### src/nvsram_cmd_pkg.sv
// constants for the special command unit of a serial nonvolatile sram
// assumes a 20 MHz system clock and a mode 0/3 serial link sampled by it
package nvsram_cmd_pkg;

   localparam logic [7:0] OP_STORE    = 8'h3c;
   localparam logic [7:0] OP_RECALL   = 8'h60;
   localparam logic [7:0] OP_AS_ON    = 8'h59;
   localparam logic [7:0] OP_AS_OFF   = 8'h19;
   localparam logic [7:0] OP_WRITE_EN = 8'h0a;
   localparam logic [7:0] OP_SLEEP    = 8'hb0;
   localparam logic [7:0] OP_SN_WR    = 8'hc2;
   localparam logic [7:0] OP_SN_RD    = 8'hc3;
   localparam logic [7:0] OP_SN_FRD   = 8'hc9;

   localparam int         SN_BYTES    = 8;
   localparam logic [7:0] SN_RESET    = 8'h00;
   localparam logic [3:0] RD_SKIP     = 4'h1;
   localparam logic [3:0] FRD_SKIP    = 4'h2;

   localparam int         ID_MFR_MSB  = 31;
   localparam int         ID_MFR_LSB  = 21;
   localparam int         ID_PROD_MSB = 20;
   localparam int         ID_PROD_LSB = 7;
   localparam int         ID_DENS_MSB = 6;
   localparam int         ID_DENS_LSB = 3;
   localparam int         ID_REV_MSB  = 2;
   localparam int         ID_REV_LSB  = 0;
   localparam logic [2:0] DIE_REV     = 3'h0;

   localparam int         CLK_PERIOD_NS = 50;
   localparam int         WAKE_NS       = 20000;
   localparam int         SEQ_BUSY_NS   = 500000;
   localparam int         WAKE_CYC      = (WAKE_NS + CLK_PERIOD_NS - 1) / CLK_PERIOD_NS;
   localparam int         SEQ_BUSY_CYC  = (SEQ_BUSY_NS + CLK_PERIOD_NS - 1) / CLK_PERIOD_NS;

   localparam int         FIFO_DEPTH  = 32;
   localparam int         FIFO_WIDTH  = 11;

endpackage : nvsram_cmd_pkg

### src/nvsram_special_command_unit.sv
// special command interpreter of a serial nonvolatile sram
// assumes the memory core and nonvolatile engine act on store_req/recall_req;
// serial pins are oversampled by clk_sys, so sck must stay well below 10 MHz
`timescale 1ns/1ps
module nvsram_special_command_unit
   import nvsram_cmd_pkg::*;
#(
   parameter bit          has_autosave    = 1'b1,
   parameter int unsigned seq_busy_cycles = SEQ_BUSY_CYC,
   parameter int unsigned wake_cycles     = WAKE_CYC,
   parameter logic [2:0]  mfr_bank        = 3'h1,     // arbitrary value
   parameter logic [7:0]  mfr_number      = 8'h5a,    // arbitrary value
   parameter logic [13:0] product_code    = 14'h0123, // arbitrary value
   parameter logic [3:0]  density_code    = 4'h1      // arbitrary value
)(
   input  wire logic        clk_sys,
   input  wire logic        sys_rst,
   input  wire logic        sck,
   input  wire logic        cs_n,
   input  wire logic        si,
   output logic             so,
   output logic             so_oe,
   input  wire logic        sram_written,
   input  wire logic        lock_set,
   input  wire logic        lock_clr,
   output logic             write_enable_latch,
   output logic             power_loss_autosave,
   output logic             serial_lock_bit,
   output logic             serial_lock_stored,
   output logic             busy,
   output logic             sleeping,
   output logic             store_req,
   output logic             recall_req,
   output logic             sn_overrun,
   output logic [31:0]      device_id
);
   localparam int WAKE_MAX = 1000;

   function automatic logic is_special(input logic [7:0] op);
      is_special = (op == OP_STORE) || (op == OP_RECALL) ||
                   (op == OP_AS_ON) || (op == OP_AS_OFF);
   endfunction : is_special

   logic [2:0]  pins_s;
   logic        sck_s;
   logic        cs_n_s;
   logic        si_s;
   logic        sck_d;
   logic        cs_n_d;
   logic        sck_rise;
   logic        sck_fall;
   logic        cs_fall;
   logic        cs_rise;
   logic        frame_ok;
   logic        active;
   logic [2:0]  bit_cnt;
   logic [3:0]  byte_cnt;
   logic [7:0]  rx_shift;
   logic [7:0]  rx_byte;
   logic [7:0]  cmd;
   logic        cmd_valid;
   logic        byte_done;
   logic        cmd_end;
   logic        exec;
   logic        sleep_go;
   logic        rd_mode;
   logic        data_ph;
   logic [3:0]  rd_idx;
   logic [7:0]  tx_shift;
   logic [7:0]  rd_byte;
   logic [15:0] busy_cnt;
   logic [15:0] wake_cnt;
   logic        waking;
   logic [7:0]  sn [SN_BYTES];
   logic        fifo_in_valid;
   logic        fifo_in_ready;
   logic [10:0] fifo_in_data;
   logic        fifo_out_valid;
   logic        fifo_out_ready;
   logic [10:0] fifo_out_data;

   // pins are asynchronous; idle chip select is high
   bit_sync #(
      .WIDTH   (3),
      .RST_VAL (3'h2)
   ) u_pin_sync (
      .clk_sys (clk_sys),
      .sys_rst (sys_rst),
      .d       ({sck, cs_n, si}),
      .q       (pins_s)
   );

   assign sck_s  = pins_s[2];
   assign cs_n_s = pins_s[1];
   assign si_s   = pins_s[0];

   always_ff @(posedge clk_sys or posedge sys_rst) begin
      if (sys_rst) begin
         sck_d  <= 1'b0;
         cs_n_d <= 1'b1;
      end else begin
         sck_d  <= sck_s;
         cs_n_d <= cs_n_s;
      end
   end

   assign sck_rise = sck_s && !sck_d;
   assign sck_fall = !sck_s && sck_d;
   assign cs_fall  = cs_n_d && !cs_n_s;
   assign cs_rise  = !cs_n_d && cs_n_s;
   // asleep, frame_ok stays low so clock and data are ignored
   assign active   = !cs_n_s && frame_ok;

   // a frame is only served when awake and idle at its start
   always_ff @(posedge clk_sys or posedge sys_rst) begin
      if (sys_rst) begin
         frame_ok <= 1'b0;
      end else if (cs_fall) begin
         frame_ok <= !sleeping && !busy;
      end else if (cs_rise) begin
         frame_ok <= 1'b0;
      end
   end

   assign rx_byte   = {rx_shift[6:0], si_s};
   assign byte_done = sck_rise && active && (bit_cnt == 3'h7);

   // byte framing and opcode capture
   always_ff @(posedge clk_sys or posedge sys_rst) begin
      if (sys_rst) begin
         bit_cnt   <= 3'h0;
         byte_cnt  <= 4'h0;
         rx_shift  <= 8'h00;
         cmd       <= 8'h00;
         cmd_valid <= 1'b0;
      end else if (cs_fall) begin
         bit_cnt   <= 3'h0;
         byte_cnt  <= 4'h0;
         cmd_valid <= 1'b0;
      end else if (sck_rise && active) begin
         rx_shift <= rx_byte;
         bit_cnt  <= bit_cnt + 3'h1;
         if (bit_cnt == 3'h7) begin
            if (byte_cnt != 4'hf) begin
               byte_cnt <= byte_cnt + 4'h1;
            end
            if (byte_cnt == 4'h0) begin
               cmd       <= rx_byte;
               cmd_valid <= 1'b1;
            end
         end
      end
   end

   // special commands, sleep and write enable act only at the end of their frame; serial number bytes move during it
   assign cmd_end  = cs_rise && frame_ok && cmd_valid;
   assign exec     = cmd_end && write_enable_latch && is_special(cmd);
   assign sleep_go = cmd_end && (cmd == OP_SLEEP);

   always_ff @(posedge clk_sys or posedge sys_rst) begin
      if (sys_rst) begin
         write_enable_latch <= 1'b0;
      end else if (cmd_end) begin
         if (cmd == OP_WRITE_EN) begin
            write_enable_latch <= 1'b1;
         end else if (is_special(cmd) || (cmd == OP_SN_WR)) begin
            write_enable_latch <= 1'b0;
         end
      end
   end

   always_ff @(posedge clk_sys or posedge sys_rst) begin
      if (sys_rst) begin
         store_req  <= 1'b0;
         recall_req <= 1'b0;
      end else begin
         store_req  <= (exec && (cmd == OP_STORE)) || (sleep_go && sram_written);
         recall_req <= exec && (cmd == OP_RECALL);
      end
   end

   // volatile only: reset reloads has_autosave, a store does not keep it
   always_ff @(posedge clk_sys or posedge sys_rst) begin
      if (sys_rst) begin
         power_loss_autosave <= has_autosave;
      end else if (exec && has_autosave) begin
         if (cmd == OP_AS_ON) begin
            power_loss_autosave <= 1'b1;
         end else if (cmd == OP_AS_OFF) begin
            power_loss_autosave <= 1'b0;
         end
      end
   end

   always_ff @(posedge clk_sys or posedge sys_rst) begin
      if (sys_rst) begin
         busy_cnt <= 16'h0000;
      end else if (exec && has_autosave && ((cmd == OP_AS_ON) || (cmd == OP_AS_OFF))) begin
         busy_cnt <= 16'(seq_busy_cycles);
      end else if (busy_cnt != 16'h0000) begin
         busy_cnt <= busy_cnt - 16'h0001;
      end
   end

   assign busy = (busy_cnt != 16'h0000);

   // sleep entry and wake-up; a frame arriving during wake-up is refused
   always_ff @(posedge clk_sys or posedge sys_rst) begin
      if (sys_rst) begin
         sleeping <= 1'b0;
         waking   <= 1'b0;
         wake_cnt <= 16'h0000;
      end else if (sleep_go) begin
         sleeping <= 1'b1;
      end else if (sleeping && !waking && cs_fall) begin
         waking   <= 1'b1;
         wake_cnt <= 16'(wake_cycles);
      end else if (waking) begin
         if (wake_cnt <= 16'h0001) begin
            waking   <= 1'b0;
            sleeping <= 1'b0;
         end else begin
            wake_cnt <= wake_cnt - 16'h0001;
         end
      end
   end

   // lock: clear allowed only before it was stored; set wins
   always_ff @(posedge clk_sys or posedge sys_rst) begin
      if (sys_rst) begin
         serial_lock_bit    <= 1'b0;
         serial_lock_stored <= 1'b0;
      end else begin
         if (lock_clr && !serial_lock_stored) begin
            serial_lock_bit <= 1'b0;
         end
         if (lock_set) begin
            serial_lock_bit <= 1'b1;
         end
         if (store_req) begin
            serial_lock_stored <= serial_lock_stored || serial_lock_bit;
         end
      end
   end

   // serial write bytes queue with their index; drain pauses while busy
   assign fifo_in_valid = byte_done && cmd_valid && (cmd == OP_SN_WR) && (byte_cnt != 4'h0) &&
                          (byte_cnt <= 4'(SN_BYTES)) && write_enable_latch && !serial_lock_bit;
   assign fifo_in_data   = {3'(byte_cnt - 4'h1), rx_byte};
   assign fifo_out_ready = !busy;

   sync_fifo #(
      .WIDTH (FIFO_WIDTH),
      .DEPTH (FIFO_DEPTH)
   ) u_sn_fifo (
      .clk_sys   (clk_sys),
      .sys_rst   (sys_rst),
      .in_valid  (fifo_in_valid),
      .in_ready  (fifo_in_ready),
      .in_data   (fifo_in_data),
      .out_valid (fifo_out_valid),
      .out_ready (fifo_out_ready),
      .out_data  (fifo_out_data)
   );

   // a full queue drops the byte; flag kept until the next frame
   always_ff @(posedge clk_sys or posedge sys_rst) begin
      if (sys_rst) begin
         sn_overrun <= 1'b0;
      end else begin
         if (cs_fall) begin
            sn_overrun <= 1'b0;
         end
         if (fifo_in_valid && !fifo_in_ready) begin
            sn_overrun <= 1'b1;
         end
      end
   end

   // no crc is computed; bytes are stored as given
   always_ff @(posedge clk_sys or posedge sys_rst) begin
      if (sys_rst) begin
         for (int i = 0; i < SN_BYTES; i++) begin
            sn[i] <= SN_RESET;
         end
      end else if (fifo_out_valid && fifo_out_ready && !serial_lock_bit) begin
         sn[fifo_out_data[10:8]] <= fifo_out_data[7:0];
      end
   end

   // serial number read; fast read skips one dummy byte
   assign rd_mode = cmd_valid && ((cmd == OP_SN_RD) || (cmd == OP_SN_FRD));
   assign data_ph = rd_mode && (byte_cnt >= ((cmd == OP_SN_FRD) ? FRD_SKIP : RD_SKIP));
   assign rd_byte = (rd_idx < 4'(SN_BYTES)) ? sn[rd_idx[2:0]] : 8'h00;
   assign so_oe   = active && data_ph && !sleeping;

   always_ff @(posedge clk_sys or posedge sys_rst) begin
      if (sys_rst) begin
         rd_idx   <= 4'h0;
         tx_shift <= 8'h00;
         so       <= 1'b0;
      end else if (cs_fall) begin
         rd_idx   <= 4'h0;
         tx_shift <= 8'h00;
         so       <= 1'b0;
      end else if (sck_fall && active && data_ph) begin
         if (bit_cnt == 3'h0) begin
            so       <= rd_byte[7];
            tx_shift <= {rd_byte[6:0], 1'b0};
            if (rd_idx != 4'(SN_BYTES)) begin
               rd_idx <= rd_idx + 4'h1;
            end
         end else begin
            so       <= tx_shift[7];
            tx_shift <= {tx_shift[6:0], 1'b0};
         end
      end
   end

   always_comb begin
      device_id = 32'h0000_0000;
      device_id[ID_MFR_MSB:ID_MFR_LSB]   = {mfr_bank, mfr_number};
      device_id[ID_PROD_MSB:ID_PROD_LSB] = product_code;
      device_id[ID_DENS_MSB:ID_DENS_LSB] = density_code;
      device_id[ID_REV_MSB:ID_REV_LSB]   = DIE_REV;
   end
endmodule : nvsram_special_command_unit

### src/bit_sync.sv
// two-flop synchroniser for a group of pin inputs
// assumes the pins are asynchronous to clk_sys and change slowly
`timescale 1ns/1ps
module bit_sync #(
   parameter int               WIDTH   = 1,
   parameter logic [WIDTH-1:0] RST_VAL = '0
)(
   input  wire logic             clk_sys,
   input  wire logic             sys_rst,
   input  wire logic [WIDTH-1:0] d,
   output logic      [WIDTH-1:0] q
);
   logic [WIDTH-1:0] meta;

   always_ff @(posedge clk_sys or posedge sys_rst) begin
      if (sys_rst) begin
         meta <= RST_VAL;
         q    <= RST_VAL;
      end else begin
         meta <= d;
         q    <= meta;
      end
   end
endmodule : bit_sync

### src/sync_fifo.sv
// single-clock fifo with valid/ready on both sides
// assumes both sides run on clk_sys
`timescale 1ns/1ps
module sync_fifo #(
   parameter int WIDTH = 8,
   parameter int DEPTH = 32
)(
   input  wire logic             clk_sys,
   input  wire logic             sys_rst,
   input  wire logic             in_valid,
   output logic                  in_ready,
   input  wire logic [WIDTH-1:0] in_data,
   output logic                  out_valid,
   input  wire logic             out_ready,
   output logic      [WIDTH-1:0] out_data
);
   localparam int AW = $clog2(DEPTH);

   logic [WIDTH-1:0] mem [DEPTH];
   logic [AW-1:0]    wr_ptr;
   logic [AW-1:0]    rd_ptr;
   logic [AW:0]      count;
   logic             push;
   logic             pop;

   assign in_ready  = (count != (AW+1)'(DEPTH));
   assign out_valid = (count != '0);
   assign push      = in_valid && in_ready;
   assign pop       = out_valid && out_ready;
   assign out_data  = mem[rd_ptr];

   always_ff @(posedge clk_sys) begin
      if (push) begin
         mem[wr_ptr] <= in_data;
      end
   end

   always_ff @(posedge clk_sys or posedge sys_rst) begin
      if (sys_rst) begin
         wr_ptr <= '0;
         rd_ptr <= '0;
         count  <= '0;
      end else begin
         if (push) begin
            wr_ptr <= (wr_ptr == AW'(DEPTH - 1)) ? '0 : wr_ptr + 1'b1;
         end
         if (pop) begin
            rd_ptr <= (rd_ptr == AW'(DEPTH - 1)) ? '0 : rd_ptr + 1'b1;
         end
         if (push && !pop) begin
            count <= count + 1'b1;
         end else if (pop && !push) begin
            count <= count - 1'b1;
         end
      end
   end
endmodule : sync_fifo

### config.mk
export PLATFORM = sky130hd
export DESIGN_NAME = nvsram_special_command_unit
export DESIGN_NICKNAME = d
export VERILOG_FILES = /design/src/nvsram_cmd_pkg.sv /design/src/nvsram_special_command_unit.sv /design/src/bit_sync.sv /design/src/sync_fifo.sv
export SDC_FILE = /design/constraint.sdc
export NUM_CORES = 1
export LEC_CHECK = 0
export BUFFER_PORTS_ARGS = -buffer_cell sky130_fd_sc_hd__buf_2
export CORE_AREA = 2 2 256 258
export CTS_CLUSTER_SIZE = 24
export DETAILED_ROUTE_END_ITERATION = 10
export DIE_AREA = 0 0 258 260
export SYNTH_ARGS = -nofsm -noshare
export SYNTH_HDL_FRONTEND = slang
export SYNTH_SLANG_ARGS = --single-unit
### constraint.sdc
create_clock -name clk_sys -period 6.55 [get_ports clk_sys]
set_input_delay 1.31 -clock clk_sys [delete_from_list [all_inputs] [get_ports clk_sys]]
set_output_delay 1.31 -clock clk_sys [all_outputs]
set_load 0.05 [all_outputs]
# Word level (Yosys, flattened, before mapping)
# Memory sizes are Yosys's and may differ from the RTL's.
# Cells that the tools add are included.
# totals
reg_bits	166
latch_bits	0
ram_bits	352
romBits	0
in_bits	8
output_inout_bits	43
word_cells	220
memories	1
# op_classes
n_addsub	10
n_mul	0
n_div	0
order_cmp	7
n_eq_ne	17
shifts	0
muxes	56
n_bitwise	4
n_reduce_logical	90
# memory_table
name	depth	width	rd	rd_clocked_by_memory_dff	wr	line	text
u_sn_fifo.mem	32	11	1	0	1	sync_fifo.sv:19	logic [WIDTH-1:0] mem [DEPTH];
# ops
cell	count
16-bit two-way mux	5
64-bit bitwise mux	1
8-bit two-way mux	7
1-bit logical AND	39
2-bit nonzero test	17
8-bit == test, second input constant	4
4-bit two-way mux	8
16-bit by 1-bit subtractor with 16-bit output, second input constant	2
1-bit two-way mux	26
8-bit binary-select mux with 3-bit select	1
8-bit demux with 3-bit select	1
8-bit by 7-bit == test with 1-bit output, second input constant	2
16-bit by 1-bit <= comparator with 1-bit output, second input constant	1
16-bit nonzero test	1
3-bit AND reduction	5
1-bit logical NOT	12
6-bit two-way mux	2
5-bit by 1-bit adder with 5-bit output, second input constant	2
5-bit == test, second input constant	2
5-bit two-way mux	2
4-bit by 1-bit adder with 4-bit output, second input constant	2
8-bit by 4-bit == test with 1-bit output, second input constant	1
8-bit by 5-bit == test with 1-bit output, second input constant	1
8-bit by 6-bit == test with 1-bit output, second input constant	1
other kinds (24)	39

# Depth between registers and ports, before layout
# depth
depth_word	15
ltp_mapped	17
ltp_nobuf	16

# Hierarchy
# A second synthesis with hierarchy kept.
# hier_totals
cells_unflattened	1384
area_unflattened_um2	22081.2
# by_module_without_submodules
module	n_inst	cells_per_inst	area_per_inst_um2	seq_area_each_um2
sync_fifo	1	737	14596.5	10970.5
nvsram_special_command_unit	1	640	7328.3	3580.9
bit_sync	1	7	156.4	152.6

# Least setup slack after synthesis
# No wires, ideal clock.
# synth_timing
path_type	register to output
from	register cmd[4]
to	output so_oe
t_arrival_ns	2.949
required_ns	5.240
path_slack_ns	2.291
path_stages_with_launch	7
n_path_buf	0
cell_sequence	dfrtp_1 > nor4bb_1 > nand4bb_1 > ha_1 > nand2b_1 > a2111oi_0 > nor4_1
# synth_between
elab_chain_cells	6
word_cells_on_any_way	9
classes_between	order compare (1); eq/ne (2); mux (1); reduce/logical (5)
# synth_lines
item	line	text
from (decl)	nvsram_special_command_unit.sv:60	logic [7:0] cmd;
from (signal assigned)	nvsram_special_command_unit.sv:148	cmd <= rx_byte;
8-bit == test, on equally long branches	nvsram_special_command_unit.sv:292, nvsram_special_command_unit.sv:293	
2-bit two-way mux or 1-bit logical OR (tied branches)	nvsram_special_command_unit.sv:293, nvsram_special_command_unit.sv:292	
4-bit by 2-bit >= comparator with 1-bit output or 1-bit logical AND (tied branches)	nvsram_special_command_unit.sv:293, nvsram_special_command_unit.sv:292	
1-bit logical AND *	nvsram_special_command_unit.sv:293	assign data_ph = rd_mode && (byte_cnt >= ((cmd == OP_SN_FRD) ? FRD_SKIP : RD_SKIP));
1-bit logical AND * (2 in series)	nvsram_special_command_unit.sv:295	assign so_oe = active && data_ph && !sleeping;
to (decl)	nvsram_special_command_unit.sv:22	output logic so_oe,
# Mark *: on every way between the ends. The rest lies on a longest branch, timed or not.

# Final worst setup path
# layout_timing
from	register byte_cnt[0]
to	output so_oe
# layout_between
elab_chain_cells	4
# layout_lines
item	line	text
from (decl)	nvsram_special_command_unit.sv:57	logic [3:0] byte_cnt;
from (signal assigned)	nvsram_special_command_unit.sv:145	byte_cnt <= byte_cnt + 4'h1;
4-bit by 2-bit >= comparator with 1-bit output	nvsram_special_command_unit.sv:293	
1-bit logical AND	nvsram_special_command_unit.sv:293	
1-bit logical AND (2 in series)	nvsram_special_command_unit.sv:295	
# No other way between the ends.

==> flow_metrics.py <==
metrics = {
    "die": {
        "io_pins": 51,
        "die-area_um2": 67100,
        "core_um2": 64100,
        "num_rows": 93,
        "start_util_pct": 34.7,
        "die_width_um": 258,
        "fp.dieH_um": 260,
    },
    "timing": {
        "finClkSkew_ps": 23.3,
        "hold_violations": 0,
        "setup_tns_ps": 0,
        "tightest_slew_ps": 1240,
        "fin_crit_sh_pct": 73.2,
        "rsz0062_at_grt": "false",
        "setup_ws_ps": 1760,
        "slew_violations": 0,
        "period_minus_slack_ps": 4790,
        "max_freq_ghz": 0.209,
        "maxSlewHeadroom_pct": 17.1,
        "setup_violations": 0,
    },
    "grt": {
        "antenna_found_initial": 0,
        "grt_overflow": 0,
        "grt_max_degree": 71,
        "first_global_vias": 11200,
        "grt_pass1_wl_mm": 69.6,
        "grt_usage_pct": 13.6,
    },
    "logic_synthesis": {
        "synthArstFlopShare_pct": 31.9,
        "syn_area_um2": 22300,
        "synth_area_per_cell_um2": 17.5,
        "yosys_warnings": 0,
        "synth_seq_area_share_pct": 66.1,
        "ys.flop_type": "edfxtp_1",
        "synth_edf_count": 352,
        "synthCells": 1272,
        "ys_ff_latch": 517,
        "yosys.cell_types.count": 71,
    },
    "setup_path": {
        "crit_fanout": 34,
        "critical_path_class": "reg -> out",
        "cp.required_ps": 5240,
        "crit_path_end_kind": "output port",
        "cp.arrival_ps": 3480,
        "startpoint_type": "register",
    },
    "clock_tree": {
        "tritoncts": "built",
        "cts_root_buf": "clkbuf_16",
        "cts.hold.buffers_added": 0,
        "clk_pin_slew_ps": 60,
        "htreeDepth": 2,
        "post_cts_buffers": 0,
        "clkLatencyLatePin_ps": 600,
        "cts_num_sinks": 517,
        "clockBufferDepth": 3,
        "postCtsResizedCells": 0,
        "cts_made_buffers": 53,
    },
    "power_and_ir_drop": {
        "leakage_uw": 0.00931,
        "ir_drop_mv": 0.208,
        "cellPowerDensity_nw_per_um2": 267,
    },
    "route": {
        "routedWlPerCell_um": 20.5,
        "vias": 11100,
        "finalWirelength_mm": 45.4,
        "ant_nets": 0,
        "dr.first_iter.drc_count": 943,
        "drc_errors": 0,
        "first_pass_iters": 5,
        "viasPerCell": 5.01,
    },
    "cells_and_area": {
        "nNetsFinal": 1352,
        "antenna_cells": 0,
        "area_growth_pct": 11.8,
        "final_common_cell": "edfxtp_1",
        "final_cell_mix": "edfxtp_1 (352), dfrtp_1 (159), nor2_1 (99)",
        "drive_gt1_share_pct": 23.7,
    },
    "place": {
        "gp_congestion": 0.800,
        "place.detailed.hpwl_mm": 28.1,
        "port_buffers": 18,
        "pre_cts_ws_ps": 2220,
    },
    "min_path": {
        "hold_class": "reg -> reg",
    },
    "run_status": {
        "status": "completed",
    },
    "flow_run": {
        "drv_cap": 0,
    },
}
==> cell families (layout without fill, tap and decap cells) <==
family | count (synthesis) | in the layout | share of synthesized area, %
adders and majority gates | 27 | 27 | 1.55
other | 2 | 32 | 0.0337
and+or+nand+nor | 257 | 257 | 6.15
AOI/OAI and AO/OA | 93 | 93 | 2.93
DFF | 517 | 517 | 66.1
muxes | 230 | 230 | 18.8
buffers and inverters | 111 | 170 | 3.08
xor gates and xnor gates | 35 | 35 | 1.38
==> worst max-delay path: stages, from the launching register on <==
cell,delay (ps)
dfrtp_1,420
inv_1,770
ha_1,370
nand2b_1,140
a2111oi_0,790
nor4_1,150
buf_2,260
==> layout make-up <==
| cell class | instances | area, um^2 |
|---|---|---|
| fill | 5751 | 39200 |
| sequential | 517 | 14700 |
| clock buffer | 82 | 1520 |
| timing repair buffer | 42 | 270 |
| tap | 855 | 1070 |
| multi-input combinational | 674 | 6980 |
| inverter | 29 | 114 |
| clock inverter | 17 | 208 |
==> flip-flops by register name, indices dropped and copies added, names as in the netlist, 4 cells and up <==
name,count
byte_cnt,4
u_sn_fifo.mem,352
u_sn_fifo.wr_ptr,5
tx_shift,7
sn,64
busy_cnt,16
u_sn_fifo.rd_ptr,5
cmd,8
rx_shift,7
u_sn_fifo.count,6
rd_idx,4
wake_cnt,16
==> through the flow <==
stage | util [%] | hold WS (ps) | area (um^2) | power, uW | instances
final | 38.8 | 353 | 24900 | 6640 | 2216
after global routing | 38.8 | 361 | 24900 | 6860 | 2216
after CTS | 38.8 | 353 | 24900 | 6730 | 2216
after detailed placement | 36.1 | 340 | 23100 | 3740 | 2117
after global placement | 36.1 | 334 | 23100 | 3740 | 2117
after floorplan | - | 331 | 22400 | 3700 | 1302
==> synth_stat cells, drive strengths merged, types with 2 or more instances <==
cell type | number | area [um^2]
mux4 | 114 | 2640
a211o | 3 | 26.3
nor3b | 2 | 15.0
edfxtp | 352 | 10600
o21ai | 16 | 80.1
nor2b | 5 | 31.3
a21oi | 22 | 110
or3 | 12 | 75.1
a211oi | 10 | 80.1
nand4bb | 2 | 22.5
nand3b | 9 | 67.6
nand4 | 6 | 37.5
nor3 | 23 | 199
nor2 | 99 | 372
nand2 | 40 | 150
inv | 29 | 109
o221ai | 4 | 35.0
dfrtp | 161 | 4030
or4 | 8 | 60.1
ha | 26 | 325
o22ai | 4 | 25.0
nand4b | 2 | 17.5
a31oi | 3 | 18.8
o31ai | 6 | 45.0
nand2b | 11 | 68.8
and2 | 3 | 18.8
o41ai | 3 | 26.3
nand3 | 14 | 70.1
a21o | 6 | 46.3
dfstp | 4 | 105
conb | 2 | 7.51
a41oi | 2 | 32.5
mux2 | 90 | 1280
a41o | 2 | 20.0
clkbuf | 23 | 90.1
mux2i | 26 | 260
and3 | 7 | 43.8
buf | 58 | 477
nor4b | 3 | 32.5
a22o | 4 | 35.0
xor2 | 20 | 175
xnor2 | 15 | 131
o2bb2ai | 2 | 17.5
nor4bb | 2 | 20.0
nor4 | 7 | 50.1
==> metal layers <==
layer | global-route usage (%) | vias up | part of all wire (%)
met1 | 18.7 | 5798 | 44
met3 | 2.90 | 66 | 5.3
met2 | 21.9 | 259 | 48
met5 | 0 | - | 0
met4 | 4.00 | 0 | 2.2
li1 | - | 4986 | -
==> worst paths after layout <==
kind	startpoint	end	slack, ps	cells after the start
worst max-delay path	byte_cnt[0]$_DFFE_PP0P_	so_oe	1760	6
worst min-delay path	u_pin_sync.meta[2]$_DFF_PP0_	u_pin_sync.q[2]$_DFF_PP0_	350	0
worst max register to register	byte_cnt[0]$_DFFE_PP0P_	u_sn_fifo.count[5]$_DFFE_PP0P_	2210	16
worst min register to register	u_pin_sync.meta[2]$_DFF_PP0_	u_pin_sync.q[2]$_DFF_PP0_	350	0
max in group asynchronous	sys_rst	u_sn_fifo.rd_ptr[0]$_DFFE_PP0P_	4470	3
min in group asynchronous	sys_rst	wake_cnt[9]$_DFFE_PP0P_	810	2
==> power by group <==
group | total, uW | leakage [uW] | internal (uW) | switching [uW]
Clock | 2970 | 0.000837 | 1750 | 1220
Combinational | 138 | 0.00267 | 16.4 | 122
Sequential | 3530 | 0.00580 | 3520 | 13.9
Total | 6640 | 0.00931 | 5290 | 1360
(Power assumes the default switching activity.)
